File: config.mk
export PLATFORM = sky130hd
export DESIGN_NAME = fieldbus_status_led_driver
export DESIGN_NICKNAME = d
export VERILOG_FILES = /design/src/verilog/lamp_pkg.sv /design/src/verilog/fieldbus_status_led_driver.sv
export SDC_FILE = /design/constraint.sdc
export NUM_CORES = 1
export LEC_CHECK = 0
export BUFFER_PORTS_ARGS = -buffer_cell sky130_fd_sc_hd__buf_2
export CORE_MARGIN = 10
export CORE_UTILIZATION = 35
export DETAILED_ROUTE_END_ITERATION = 8
export PLACE_DENSITY = 0.61
export SLEW_MARGIN = 20
export SYNTH_ARGS = -nofsm -noshare
export SYNTH_HDL_FRONTEND = slang
export SYNTH_SLANG_ARGS = --single-unit
File: constraint.sdc
create_clock -name hclk -period 1.84 [get_ports hclk]
set_clock_uncertainty 0.2 [all_clocks]
set_input_delay 0.184 -clock hclk [delete_from_list [all_inputs] [get_ports hclk]]
set_output_delay 0.184 -clock hclk [all_outputs]
set_load 0.03 [all_outputs]
File: src/verilog/lamp_pkg.sv
/*
  Shared constants and types for the network indicator lamp driver.
  Assumes a 200 MHz system clock; all times are derived from it.
*/
package lamp_pkg;

  // System clock rate and the millisecond tick derived from it.
  localparam int unsigned CLK_HZ = 200000000;
  localparam int unsigned MS_PER_S = 1000;
  localparam int unsigned TICK_CYCLES = CLK_HZ / MS_PER_S;

  // Pattern phase times in milliseconds.
  localparam int unsigned FLICKER_MS = 50;
  localparam int unsigned BLINK_MS = 200;
  localparam int unsigned FLASH_ON_MS = 200;
  localparam int unsigned FLASH_GAP_MS = 200;
  localparam int unsigned FLASH_DARK_MS = 1000;

  // Lengths of the repeating single and double flash frames.
  localparam int unsigned SINGLE_FRAME_MS = FLASH_ON_MS + FLASH_DARK_MS;
  localparam int unsigned DOUBLE_FRAME_MS = 2 * FLASH_ON_MS + FLASH_GAP_MS + FLASH_DARK_MS;

  // Reset values of the prescaler and the flash frame counters.
  localparam logic [17:0] PRESCALE_RST = 18'h00000;
  localparam logic [10:0] MS_RST = 11'h000;

  // Lamp display pattern codes, one-hot.
  typedef enum logic [5:0] {
    PAT_OFF     = 6'h01,
    PAT_ON      = 6'h02,
    PAT_FLICKER = 6'h04,
    PAT_BLINK   = 6'h08,
    PAT_SINGLE  = 6'h10,
    PAT_DOUBLE  = 6'h20
  } pattern_t;

  // Slave communication state, one-hot.
  typedef enum logic [4:0] {
    ESM_INIT   = 5'h01,
    ESM_PREOP  = 5'h02,
    ESM_BOOT   = 5'h04,
    ESM_SAFEOP = 5'h08,
    ESM_OP     = 5'h10
  } esm_state_t;

  // Error flags from the slave logic.
  typedef struct packed {
    logic critical;     // Critical fault such as watchdog timeout.
    logic sm_watchdog;  // Sync manager watchdog fault.
    logic autonomous;   // State changed by the slave on its own.
    logic refused;      // Requested state change refused.
  } comm_err_t;

  // Status of one communication port.
  typedef struct packed {
    logic link;     // Link established.
    logic traffic;  // Frames passing.
    logic rx_error; // Erroneous data received.
  } port_stat_t;

  // All generated pattern waveforms.
  typedef struct packed {
    logic flicker;
    logic blink;
    logic single;
    logic dbl;
  } wave_t;

endpackage

File: src/verilog/fieldbus_status_led_driver.sv
/*
  Network indicator lamp driver: pattern generator plus lamp mapping for the
  run, fault, per-port link/activity, per-port line fault and safety lamps.
  Assumes all inputs are synchronous to hclk and that the register bus is
  used only for pattern override and status readback.
*/
// Local design decisions: the address map and the AHB-Lite register port.
// Notes on behaviour
// - Flicker toggles every 50 ms, a 10 Hz cycle.
// - Blink toggles every 200 ms, a 2.5 Hz cycle.
// - Single flash: lit 200 ms, dark 1000 ms, repeating.
// - Double flash: lit 200, dark 200, lit 200, dark 1000 ms.
// - Steady on never toggles; off never lights.
// - Run lamp dark in Init or without power.
// - Run lamp blinks in Pre-Operational.
// - Run lamp single flashes in Safe-Operational.
// - Run lamp steady in Operational.
// - Fault lamp blinks on refused state change, dark with no fault.
// - Fault lamp single flashes after autonomous state change from internal fault.
// - Fault lamp double flashes on sync manager watchdog fault.
// - Fault lamp steady on critical fault.
// - Each port has its own link/activity lamp driven by its status.
// - Link lamp dark without link or power.
// - Link lamp steady with link and no traffic.
// - Link lamp flickers with link and traffic.
// - Line fault lamp lit while its port receives bad data.
// - Safety lamp lit when functional safety can be activated.
`timescale 1ns/1ps

module fieldbus_status_led_driver #(
  parameter int unsigned TICK_CYCLES = lamp_pkg::TICK_CYCLES  // Clock cycles per millisecond.
) (
  input wire logic hclk, // System clock, 200 MHz.
  input wire logic hresetn, // Asynchronous reset, active low.
  input wire logic power_good, // Power present for the network interface.
  input wire lamp_pkg::esm_state_t esm_state, // Slave communication state.
  input wire lamp_pkg::comm_err_t comm_err, // Communication fault flags.
  input wire lamp_pkg::port_stat_t in_port_connector, // In port status.
  input wire lamp_pkg::port_stat_t out_port_connector, // Out port status.
  input wire logic safety_ready, // Functional safety can be activated.
  input wire logic [31:0] haddr, // AHB address.
  input wire logic [1:0] htrans, // AHB transfer type.
  input wire logic hwrite, // AHB write.
  input wire logic [2:0] hsize, // AHB size.
  input wire logic [31:0] hwdata, // AHB write data.
  input wire logic hsel, // AHB slave select.
  input wire logic hready, // AHB bus ready.
  output logic [31:0] hrdata, // AHB read data.
  output logic hreadyout, // AHB slave ready.
  output logic hresp, // AHB response, always OKAY.
  output logic run_state_lamp, // Green run lamp.
  output logic comm_fault_lamp, // Red fault lamp.
  output logic [1:0] link_act_lamp, // Link lamps, bit 0 in port, bit 1 out port.
  output logic [1:0] line_fault_lamp, // Line fault lamps, bit 0 in, bit 1 out.
  output logic safety_ready_lamp // Green safety lamp.
);

  ////////////////////////////////////////////////////////////////////////////
  // Register map of the override and status words.
  localparam logic [3:0] CTRL_OFS = 4'h0;
  localparam logic [3:0] STAT_OFS = 4'h4;

  // Whole module state.
  typedef struct packed {
    logic [17:0] prescale;
    logic tick;
    logic [5:0] flick_ms;
    logic flicker;
    logic [7:0] blink_ms;
    logic blink;
    logic [10:0] single_ms;
    logic [10:0] double_ms;
    logic lamp_test;     // Software forces every lamp on.
    logic lamp_blank;    // Software forces every lamp off.
    logic wr_pend;
    logic [3:0] wr_addr;
    logic [31:0] rdata;
    logic run;
    logic fault;
    logic [1:0] link;
    logic [1:0] line;
    logic safety;
  } state_t;

  state_t st_ff;
  state_t nxt_st;
  lamp_pkg::wave_t wave;
  lamp_pkg::pattern_t run_pat;
  lamp_pkg::pattern_t fault_pat;
  lamp_pkg::pattern_t link_pat [2];
  lamp_pkg::port_stat_t port [2];
  logic [1:0] link_lit;
  logic addr_ok;

  ////////////////////////////////////////////////////////////////////////////
  // Decode a pattern code into the lamp level.
  function automatic logic show(lamp_pkg::pattern_t p, lamp_pkg::wave_t w);
    case (p)
      lamp_pkg::PAT_OFF: show = 1'b0;
      lamp_pkg::PAT_ON: show = 1'b1;
      lamp_pkg::PAT_FLICKER: show = w.flicker;
      lamp_pkg::PAT_BLINK: show = w.blink;
      lamp_pkg::PAT_SINGLE: show = w.single;
      lamp_pkg::PAT_DOUBLE: show = w.dbl;
      default: show = 1'b0;
    endcase
  endfunction

  ////////////////////////////////////////////////////////////////////////////
  // Waveforms decoded from the shared counters, so every lamp stays in phase.
  always_comb begin
    wave.flicker = st_ff.flicker;
    wave.blink = st_ff.blink;
    wave.single = (st_ff.single_ms < 11'(lamp_pkg::FLASH_ON_MS));
    wave.dbl = (st_ff.double_ms < 11'(lamp_pkg::FLASH_ON_MS)) ||
               ((st_ff.double_ms >= 11'(lamp_pkg::FLASH_ON_MS + lamp_pkg::FLASH_GAP_MS)) &&
                (st_ff.double_ms < 11'(2 * lamp_pkg::FLASH_ON_MS + lamp_pkg::FLASH_GAP_MS)));
    // The line above forms the lit, dark, lit, long dark frame.
  end

  // Run lamp follows the communication state; without power it is dark.
  always_comb begin
    run_pat = lamp_pkg::PAT_OFF;
    if (power_good) begin
      case (esm_state)
        lamp_pkg::ESM_INIT: run_pat = lamp_pkg::PAT_OFF;
        lamp_pkg::ESM_PREOP: run_pat = lamp_pkg::PAT_BLINK;
        lamp_pkg::ESM_SAFEOP: run_pat = lamp_pkg::PAT_SINGLE;
        lamp_pkg::ESM_OP: run_pat = lamp_pkg::PAT_ON;
        default: run_pat = lamp_pkg::PAT_OFF;
      endcase
    end
  end

  // Fault lamp shows the most severe fault present.
  always_comb begin
    if (comm_err.critical) begin
      fault_pat = lamp_pkg::PAT_ON;
    end else if (comm_err.sm_watchdog) begin
      fault_pat = lamp_pkg::PAT_DOUBLE;
    end else if (comm_err.autonomous) begin
      fault_pat = lamp_pkg::PAT_SINGLE;
    end else if (comm_err.refused) begin
      fault_pat = lamp_pkg::PAT_BLINK;
    end else begin
      fault_pat = lamp_pkg::PAT_OFF;
    end
  end

  // One link lamp per port, each looking only at its own port.
  assign port[0] = in_port_connector;
  assign port[1] = out_port_connector;
  always_comb begin
    for (int i = 0; i < 2; i++) begin
      if (!power_good || !port[i].link) begin
        link_pat[i] = lamp_pkg::PAT_OFF;
      end else if (port[i].traffic) begin
        link_pat[i] = lamp_pkg::PAT_FLICKER;
      end else begin
        link_pat[i] = lamp_pkg::PAT_ON;
      end
      link_lit[i] = show(link_pat[i], wave);
    end
  end

  ////////////////////////////////////////////////////////////////////////////
  // Next-state logic: prescaler, pattern counters, bus slave and lamp levels.
  assign addr_ok = (haddr[31:4] == 28'h0000000);
  always_comb begin
    nxt_st = st_ff;
    // Millisecond tick shared by every pattern.
    nxt_st.tick = 1'b0;
    if (st_ff.prescale == 18'(TICK_CYCLES - 1)) begin
      nxt_st.prescale = lamp_pkg::PRESCALE_RST;
      nxt_st.tick = 1'b1;
    end else begin
      nxt_st.prescale = st_ff.prescale + 18'h00001;
    end
    if (st_ff.tick) begin
      if (st_ff.flick_ms == 6'(lamp_pkg::FLICKER_MS - 1)) begin
        nxt_st.flick_ms = 6'h00;
        nxt_st.flicker = ~st_ff.flicker;
      end else begin
        nxt_st.flick_ms = st_ff.flick_ms + 6'h01;
      end
      if (st_ff.blink_ms == 8'(lamp_pkg::BLINK_MS - 1)) begin
        nxt_st.blink_ms = 8'h00;
        nxt_st.blink = ~st_ff.blink;
      end else begin
        nxt_st.blink_ms = st_ff.blink_ms + 8'h01;
      end
      if (st_ff.single_ms == 11'(lamp_pkg::SINGLE_FRAME_MS - 1)) begin
        nxt_st.single_ms = lamp_pkg::MS_RST;
      end else begin
        nxt_st.single_ms = st_ff.single_ms + 11'h001;
      end
      if (st_ff.double_ms == 11'(lamp_pkg::DOUBLE_FRAME_MS - 1)) begin
        nxt_st.double_ms = lamp_pkg::MS_RST;
      end else begin
        nxt_st.double_ms = st_ff.double_ms + 11'h001;
      end
    end

    // Bus write data arrives one cycle after its address phase.
    if (st_ff.wr_pend && st_ff.wr_addr == CTRL_OFS) begin
      nxt_st.lamp_test = hwdata[0];
      nxt_st.lamp_blank = hwdata[1];
    end
    nxt_st.wr_pend = 1'b0;
    if (hsel && hready && htrans[1]) begin
      nxt_st.wr_pend = hwrite && addr_ok;
      nxt_st.wr_addr = haddr[3:0];
      nxt_st.rdata = 32'h00000000;
      if (!hwrite && addr_ok) begin
        case (haddr[3:0])
          CTRL_OFS: nxt_st.rdata = {30'h00000000, st_ff.lamp_blank, st_ff.lamp_test};
          STAT_OFS: nxt_st.rdata = {25'h0000000, st_ff.safety, st_ff.line,
                                    st_ff.link, st_ff.fault, st_ff.run};
          default: nxt_st.rdata = 32'h00000000;
        endcase
      end
    end

    // Lamp levels; test overrides blank so the operator can check bulbs.
    nxt_st.run = show(run_pat, wave);
    nxt_st.fault = show(fault_pat, wave);
    nxt_st.link = link_lit;
    nxt_st.line[0] = in_port_connector.rx_error;
    nxt_st.line[1] = out_port_connector.rx_error;
    nxt_st.safety = safety_ready;
    if (st_ff.lamp_test) begin
      nxt_st.run = 1'b1;
      nxt_st.fault = 1'b1;
      nxt_st.link = 2'h3;
      nxt_st.line = 2'h3;
      nxt_st.safety = 1'b1;
    end else if (st_ff.lamp_blank) begin
      nxt_st.run = 1'b0;
      nxt_st.fault = 1'b0;
      nxt_st.link = 2'h0;
      nxt_st.line = 2'h0;
      nxt_st.safety = 1'b0;
    end
  end

  ////////////////////////////////////////////////////////////////////////////
  // State register.
  always_ff @(posedge hclk or negedge hresetn) begin
    if (!hresetn) begin
      st_ff <= '0;
    end else begin
      st_ff <= nxt_st;
    end
  end

  // Outputs: lamps and read data straight from flip-flops; no wait states.
  assign hrdata = st_ff.rdata;
  assign hreadyout = 1'b1;
  assign hresp = 1'b0;
  assign run_state_lamp = st_ff.run;
  assign comm_fault_lamp = st_ff.fault;
  assign link_act_lamp = st_ff.link;
  assign line_fault_lamp = st_ff.line;
  assign safety_ready_lamp = st_ff.safety;

endmodule // fieldbus_status_led_driver

Word level (Yosys, flattened, before mapping)
Cells that the tools add are included.

operators by class
  reductions and logical operators = 18
  equal/unequal tests = 29
  bitwise operators = 2
  add/subtract/negate cells = 5
  magnitude comparators = 4
  muxes and demuxes = 25

operators with widths
  cell                     count
  $mux W37                 1
  $logic_not A28 Y1        1
  $eq A6 B6 Y1 const B     4
  $add A11 B1 Y11 const B  2
  $eq A11 B11 Y1 const B   2
  $lt A11 B8 Y1 const B    2
  $mux W11                 2
  $mux W7                  3
  $pmux W1 S5              4
  $add A18 B1 Y18 const B  1
  $eq A18 B18 Y1 const B   1
  $eq A6 B2 Y1 const B     3
  $eq A6 B3 Y1 const B     3
  $eq A6 B4 Y1 const B     3
  $eq A6 B5 Y1 const B     3
  $mux W18                 1
  $mux W6                  3
  $pmux W5 S3              1
  $pmux W7 S2              1
  $mux W3                  4
  $ge A11 B9 Y1 const B    1
  $lt A11 B10 Y1 const B   1
  $eq A5 B2 Y1 const B     2
  $eq A5 B4 Y1 const B     2
  other kinds (17)         32

word-level totals
  word-level logic and storage cells = 101
  output and inout port bits = 41
  register bits after elaboration = 103

Logic depth before layout (Yosys ltp)
  word-level depth = 8
  mapped depth = 7

Worst setup path after synthesis
No wires, ideal clock.

  kind = flip-flop to flip-flop
  from = register st_ff[63] in the netlist's numbering
  to = register st_ff[64] in the netlist's numbering
  cell stages (with the launch flop) = 6
  required time = 1514 ps
  path slack = 81 ps
  arrival time = 1433 ps
  path through = dfrtp_1 > or4b_4 > nor4_4 > a31oi_1 > o21ai_1 > o31ai_1

between the ends
  cells in the longest elaborated chain, start to end = 2
  elaborated cells between the ends (all ways) = 3

RTL lines
  element                                            line                                                                  text
  from (decl)                                        fieldbus_status_led_driver.sv:85                                      state_t st_ff;
  from (signal assigned)                             fieldbus_status_led_driver.sv:252                                     st_ff <= nxt_st;
  $add A11 B1 Y11 or $eq A11 B11 Y1 (tied branches)  fieldbus_status_led_driver.sv:195, fieldbus_status_led_driver.sv:192
  $mux W11 (*)                                       fieldbus_status_led_driver.sv:192                                     if (st_ff.single_ms == 11'(lamp_pkg::SINGLE_FRAME_MS - 1)) begin

Every way passes the cells marked *; elsewhere a longest branch is shown, timed or not.
A chain may end at the register's enable or synchronous reset.

Worst setup path after layout
  from = register st_ff[65] in the netlist's numbering
  to = register st_ff[64] in the netlist's numbering

between the ends
  cells in the longest elaborated chain, start to end = 2

RTL lines
  element         line
  $eq A11 B11 Y1  fieldbus_status_led_driver.sv:192
  $mux W11        fieldbus_status_led_driver.sv:192

No other way between the ends.

==> impl_table.tex <==
\begin{tabular}{lr}
\hline
Metric & Value \\
\hline
\multicolumn{2}{l}{\textbf{Outcome}} \\
\quad Outcome & complete, no violations \\
\multicolumn{2}{l}{\textbf{Finish}} \\
\quad Fraction of final layout cells sized beyond drive strength 1 & 25.10\% \\
\quad Area delta synth->final & 23.13\% \\
\quad Total Nets Final & 591 \\
\quad Most common cell after layout, fill and taps aside & sky130\_fd\_sc\_hd\_\_dfrtp\_1 \\
\quad Number of antenna diodes & 0 \\
\quad Leading cell types in the layout, fill and taps excluded & 78 x sky130\_fd\_sc\_hd\_\_dfrtp\_1, 68 x sky130\_fd\_sc\_hd\_\_buf\_2, 31 x sky130\_fd\_sc\_hd\_\_nor2\_1 \\
\quad Non-Filler Cell Area, Final & 4949 um2 \\
\quad Non-Filler Instances & 641 \\
\multicolumn{2}{l}{\textbf{STA}} \\
\quad Total of endpoints with negative setup slack in the final report & 0 \\
\quad Highest Clock Rate & 0.5542 GHz \\
\quad Max-slew violation count & 0 \\
\quad Unrepaired setup endpoints after global routing & yes \\
\quad Minimum clock period & 1804 ps \\
\quad Count of endpoints failing hold in the final timing report & 0 \\
\quad Share of the clock period used by the worst path after layout & 98.07\% \\
\multicolumn{2}{l}{\textbf{Synth}} \\
\quad Synth async-reset ratio & 100.0\% \\
\quad Synthesized area per cell & 10.15 um2 \\
\quad Flops \& latches, synth & 78 \\
\quad Number of synthesized flops with an enable pin & 0 \\
\quad Sequential share of the synthesized area & 48.57\% \\
\quad Number of standard cells after synthesis & 396 \\
\quad Synth Flop Type & sky130\_fd\_sc\_hd\_\_dfrtp\_1 \\
\quad Number of library cell types mapped by synthesis & 52 \\
\quad Synth Warn \# & 0 \\
\quad Mapped Area & 4019 um2 \\
\multicolumn{2}{l}{\textbf{Clocking}} \\
\quad Clock net sink count & 78 \\
\quad Clock Root Buffer & sky130\_fd\_sc\_hd\_\_clkbuf\_16 \\
\quad Clock-pin slew on the worst setup and hold paths & 60 ps \\
\quad Clock insertion delay at the later pin of the skew report & 340 ps \\
\quad TritonCTS clock tree & built \\
\quad Clock buffer depth & 2 \\
\quad Clock buffer count from CTS & 9 \\
\quad Number of H-tree levels & 3 \\
\multicolumn{2}{l}{\textbf{Placed design}} \\
\quad Number of port buffers & 70 \\
\quad Number of placed cells counting well taps & 607 \\
\quad HPWL after DPL & 6.393 mm \\
\quad Final GP Congestion & 0.8159 \\
\quad Cell Area, Placed & 4492 um2 \\
\multicolumn{2}{l}{\textbf{Flow run}} \\
\quad Number of maximum-capacitance violations & 0 \\
\multicolumn{2}{l}{\textbf{Power}} \\
\quad Standby leakage power & 2.452 nW \\
\quad Pwr Density & 725.8 nW/um2 \\
\quad Overall power of the completed layout & 0.003592 W \\
\quad Worst supply voltage drop on vdd & 0.4470 mV \\
\multicolumn{2}{l}{\textbf{Detailed routing}} \\
\quad Number of antenna-violating nets in the routed design & 0 \\
\quad Post-detailed-routing wire length & 8.626 mm \\
\quad Remaining DRCs & 0 \\
\quad Number of design-rule violations left by the first detailed-router iteration & 142 \\
\quad Number of detailed-routing iterations run before antenna repair & 4 \\
\quad Detailed-route wire length per cell & 13.46 um \\
\quad Vias after detailed routing & 3080 \\
\quad Via density & 4.805 \\
\multicolumn{2}{l}{\textbf{Setup path}} \\
\quad Type of element launching the critical path & flop \\
\quad Setup slack of the worst register-to-register path & 40 ps \\
\quad Crit Reg-Reg Startpoint & st\_ff[65]\$\_DFFE\_PN0P\_ \\
\quad Worst EP arrival & 1830 ps \\
\quad Critical Path End Type & flop \\
\quad Critical path class & flop to flop \\
\quad Peak fanout along the critical path & 7 \\
\quad Worst EP required & 1860 ps \\
\quad Start point of the critical path & st\_ff[65]\$\_DFFE\_PN0P\_ \\
\multicolumn{2}{l}{\textbf{Global route}} \\
\quad Pin count of the biggest net entering global routing & 27 \\
\quad Via count of the first global-routing pass & 3016 \\
\quad Global-route wire length before repair & 14.37 mm \\
\quad Overall track demand over capacity in global routing & 10.66\% \\
\quad Leftover overflow at the end of global routing & 0 \\
\quad Number of antenna violations at the first check in global routing & 0 \\
\multicolumn{2}{l}{\textbf{Floorplan}} \\
\quad Area of the die & 16170 um2 \\
\quad Row count & 39 \\
\quad Top-Level Pins & 132 \\
\quad Vertical die dimension & 127.2 um \\
\quad Horizontal extent of the die & 127.2 um \\
\quad Effective utilization at floorplan & 35.50\% \\
\quad Core Region & 11320 um2 \\
\multicolumn{2}{l}{\textbf{Min path}} \\
\quad Hold WC Path Type & primary input to flop \\
\quad HP Start & esm\_state[2] \\
\hline
\end{tabular}
## timing repair
item | CTS | global route
endpoints found under the hold margin | 91 | 0
setup buffers | 0 | 2
gates resized for setup | 0 | 3
hold buffers | 17 | 0
setup endpoints to repair | 0 | 11
## registers in the layout, indices dropped and copies added (netlist names)
| name | count |
|---|---|
| st_ff | 64 |
| hrdata | 7 |
| line_fault_lamp | 2 |
| link_act_lamp | 2 |
| comm_fault_lamp | 1 |
| run_state_lamp | 1 |
| safety_ready_lamp | 1 |
## routing by layer
| metal | vias up | global-route usage [%] | wire [um] |
|---|---|---|---|
| met5 | - | 0 | 0 |
| met4 | 0 | 4.019 | 129 |
| met3 | 10 | 4.921 | 846 |
| met2 | 93 | 17.25 | 3924 |
| met1 | 1455 | 12.07 | 3725 |
| li1 | 1522 | - | - |
## where the power goes
group | total (W) | switching (W) | internal [W]
combinational | 0.000243 | 0.000152 | 0.0000906
clock | 0.00161 | 0.000702 | 0.000908
sequential | 0.00174 | 0.00000831 | 0.00173
total | 0.00359 | 0.000862 | 0.00273
## final timing paths
check	cells past startpoint	end
min in group asynchronous	2	st_ff[65]$_DFFE_PN0P_
hold reg to reg	1	st_ff[102]$_DFF_PN0_
hold / removal	3	run_state_lamp$_DFF_PN0_
setup reg to reg	6	st_ff[64]$_DFFE_PN0P_
setup / recovery	6	st_ff[64]$_DFFE_PN0P_
max in group asynchronous	3	st_ff[88]$_DFF_PN0_
## worst max-delay path, stage by stage (launching register included)
cell and delay (ps):
sky130_fd_sc_hd__dfrtp_1 380, sky130_fd_sc_hd__or4b_4 550, sky130_fd_sc_hd__nor4_4 130, sky130_fd_sc_hd__buf_4 180, sky130_fd_sc_hd__a31oi_1 50, sky130_fd_sc_hd__o21ai_1 120, sky130_fd_sc_hd__o31ai_1 80
## final cells by class
| type | count | area [um2] |
|---|---|---|
| Fill cell | 1097 | 6372 |
| Multi-Input combinational cell | 286 | 1798 |
| Clock buffer | 10 | 229.0 |
| Timing Repair Buffer | 109 | 718.2 |
| Inverter | 9 | 33.78 |
| Sequential cell | 78 | 1952 |
| Tap cell | 143 | 178.9 |
| Clock inverter | 6 | 38.79 |
## Yosys cell counts (all sizes together) (3+ instances only)
master,instances,share of area (%)
mux2i,3,0.75
a22o,6,1.3
clkbuf,7,0.65
nand2b,4,0.62
and2,3,0.47
mux2,5,1.4
buf,41,7.7
inv,9,0.84
o21ai,17,2.1
nor2,32,3.2
nand3,26,3.2
nor4,10,1.9
ha,7,2.2
nor2b,4,0.62
nand4,12,1.9
dfrtp,78,49
xnor2,21,4.6
xor2,14,3.1
a21oi,5,0.62
and3,9,1.5
a21o,8,1.5
nand2,30,2.8
nor3,14,2.0
a31o,4,0.87
## logic make-up (layout without fill, tap and decap cells)
group / count (synthesis) / after routing / synth area share [%]
compound gates: 50 / 50 / 8.344
xor+xnor: 35 / 35 / 7.628
fa+ha+maj: 8 / 8 / 2.428
buf+inv: 57 / 134 / 9.184
flops: 78 / 78 / 48.57
mux: 8 / 8 / 2.148
other cells: 2 / 27 / 0.1869
simple gates: 158 / 158 / 21.51
## per-stage QoR
step                      TNS, ps  utilization [%]  setup WS (ps)  hold WS, ps
final                           0            43.71          35.58        32.80
after global routing       -75.60            43.71         -46.46        37.88
after CTS                       0            43.55          19.17        15.89
after detailed placement        0            39.68          34.95       -85.47
after global placement          0            39.68          42.88       -92.47
after floorplan                 0                -          80.52       -311.6
(Power assumes the default switching activity.)
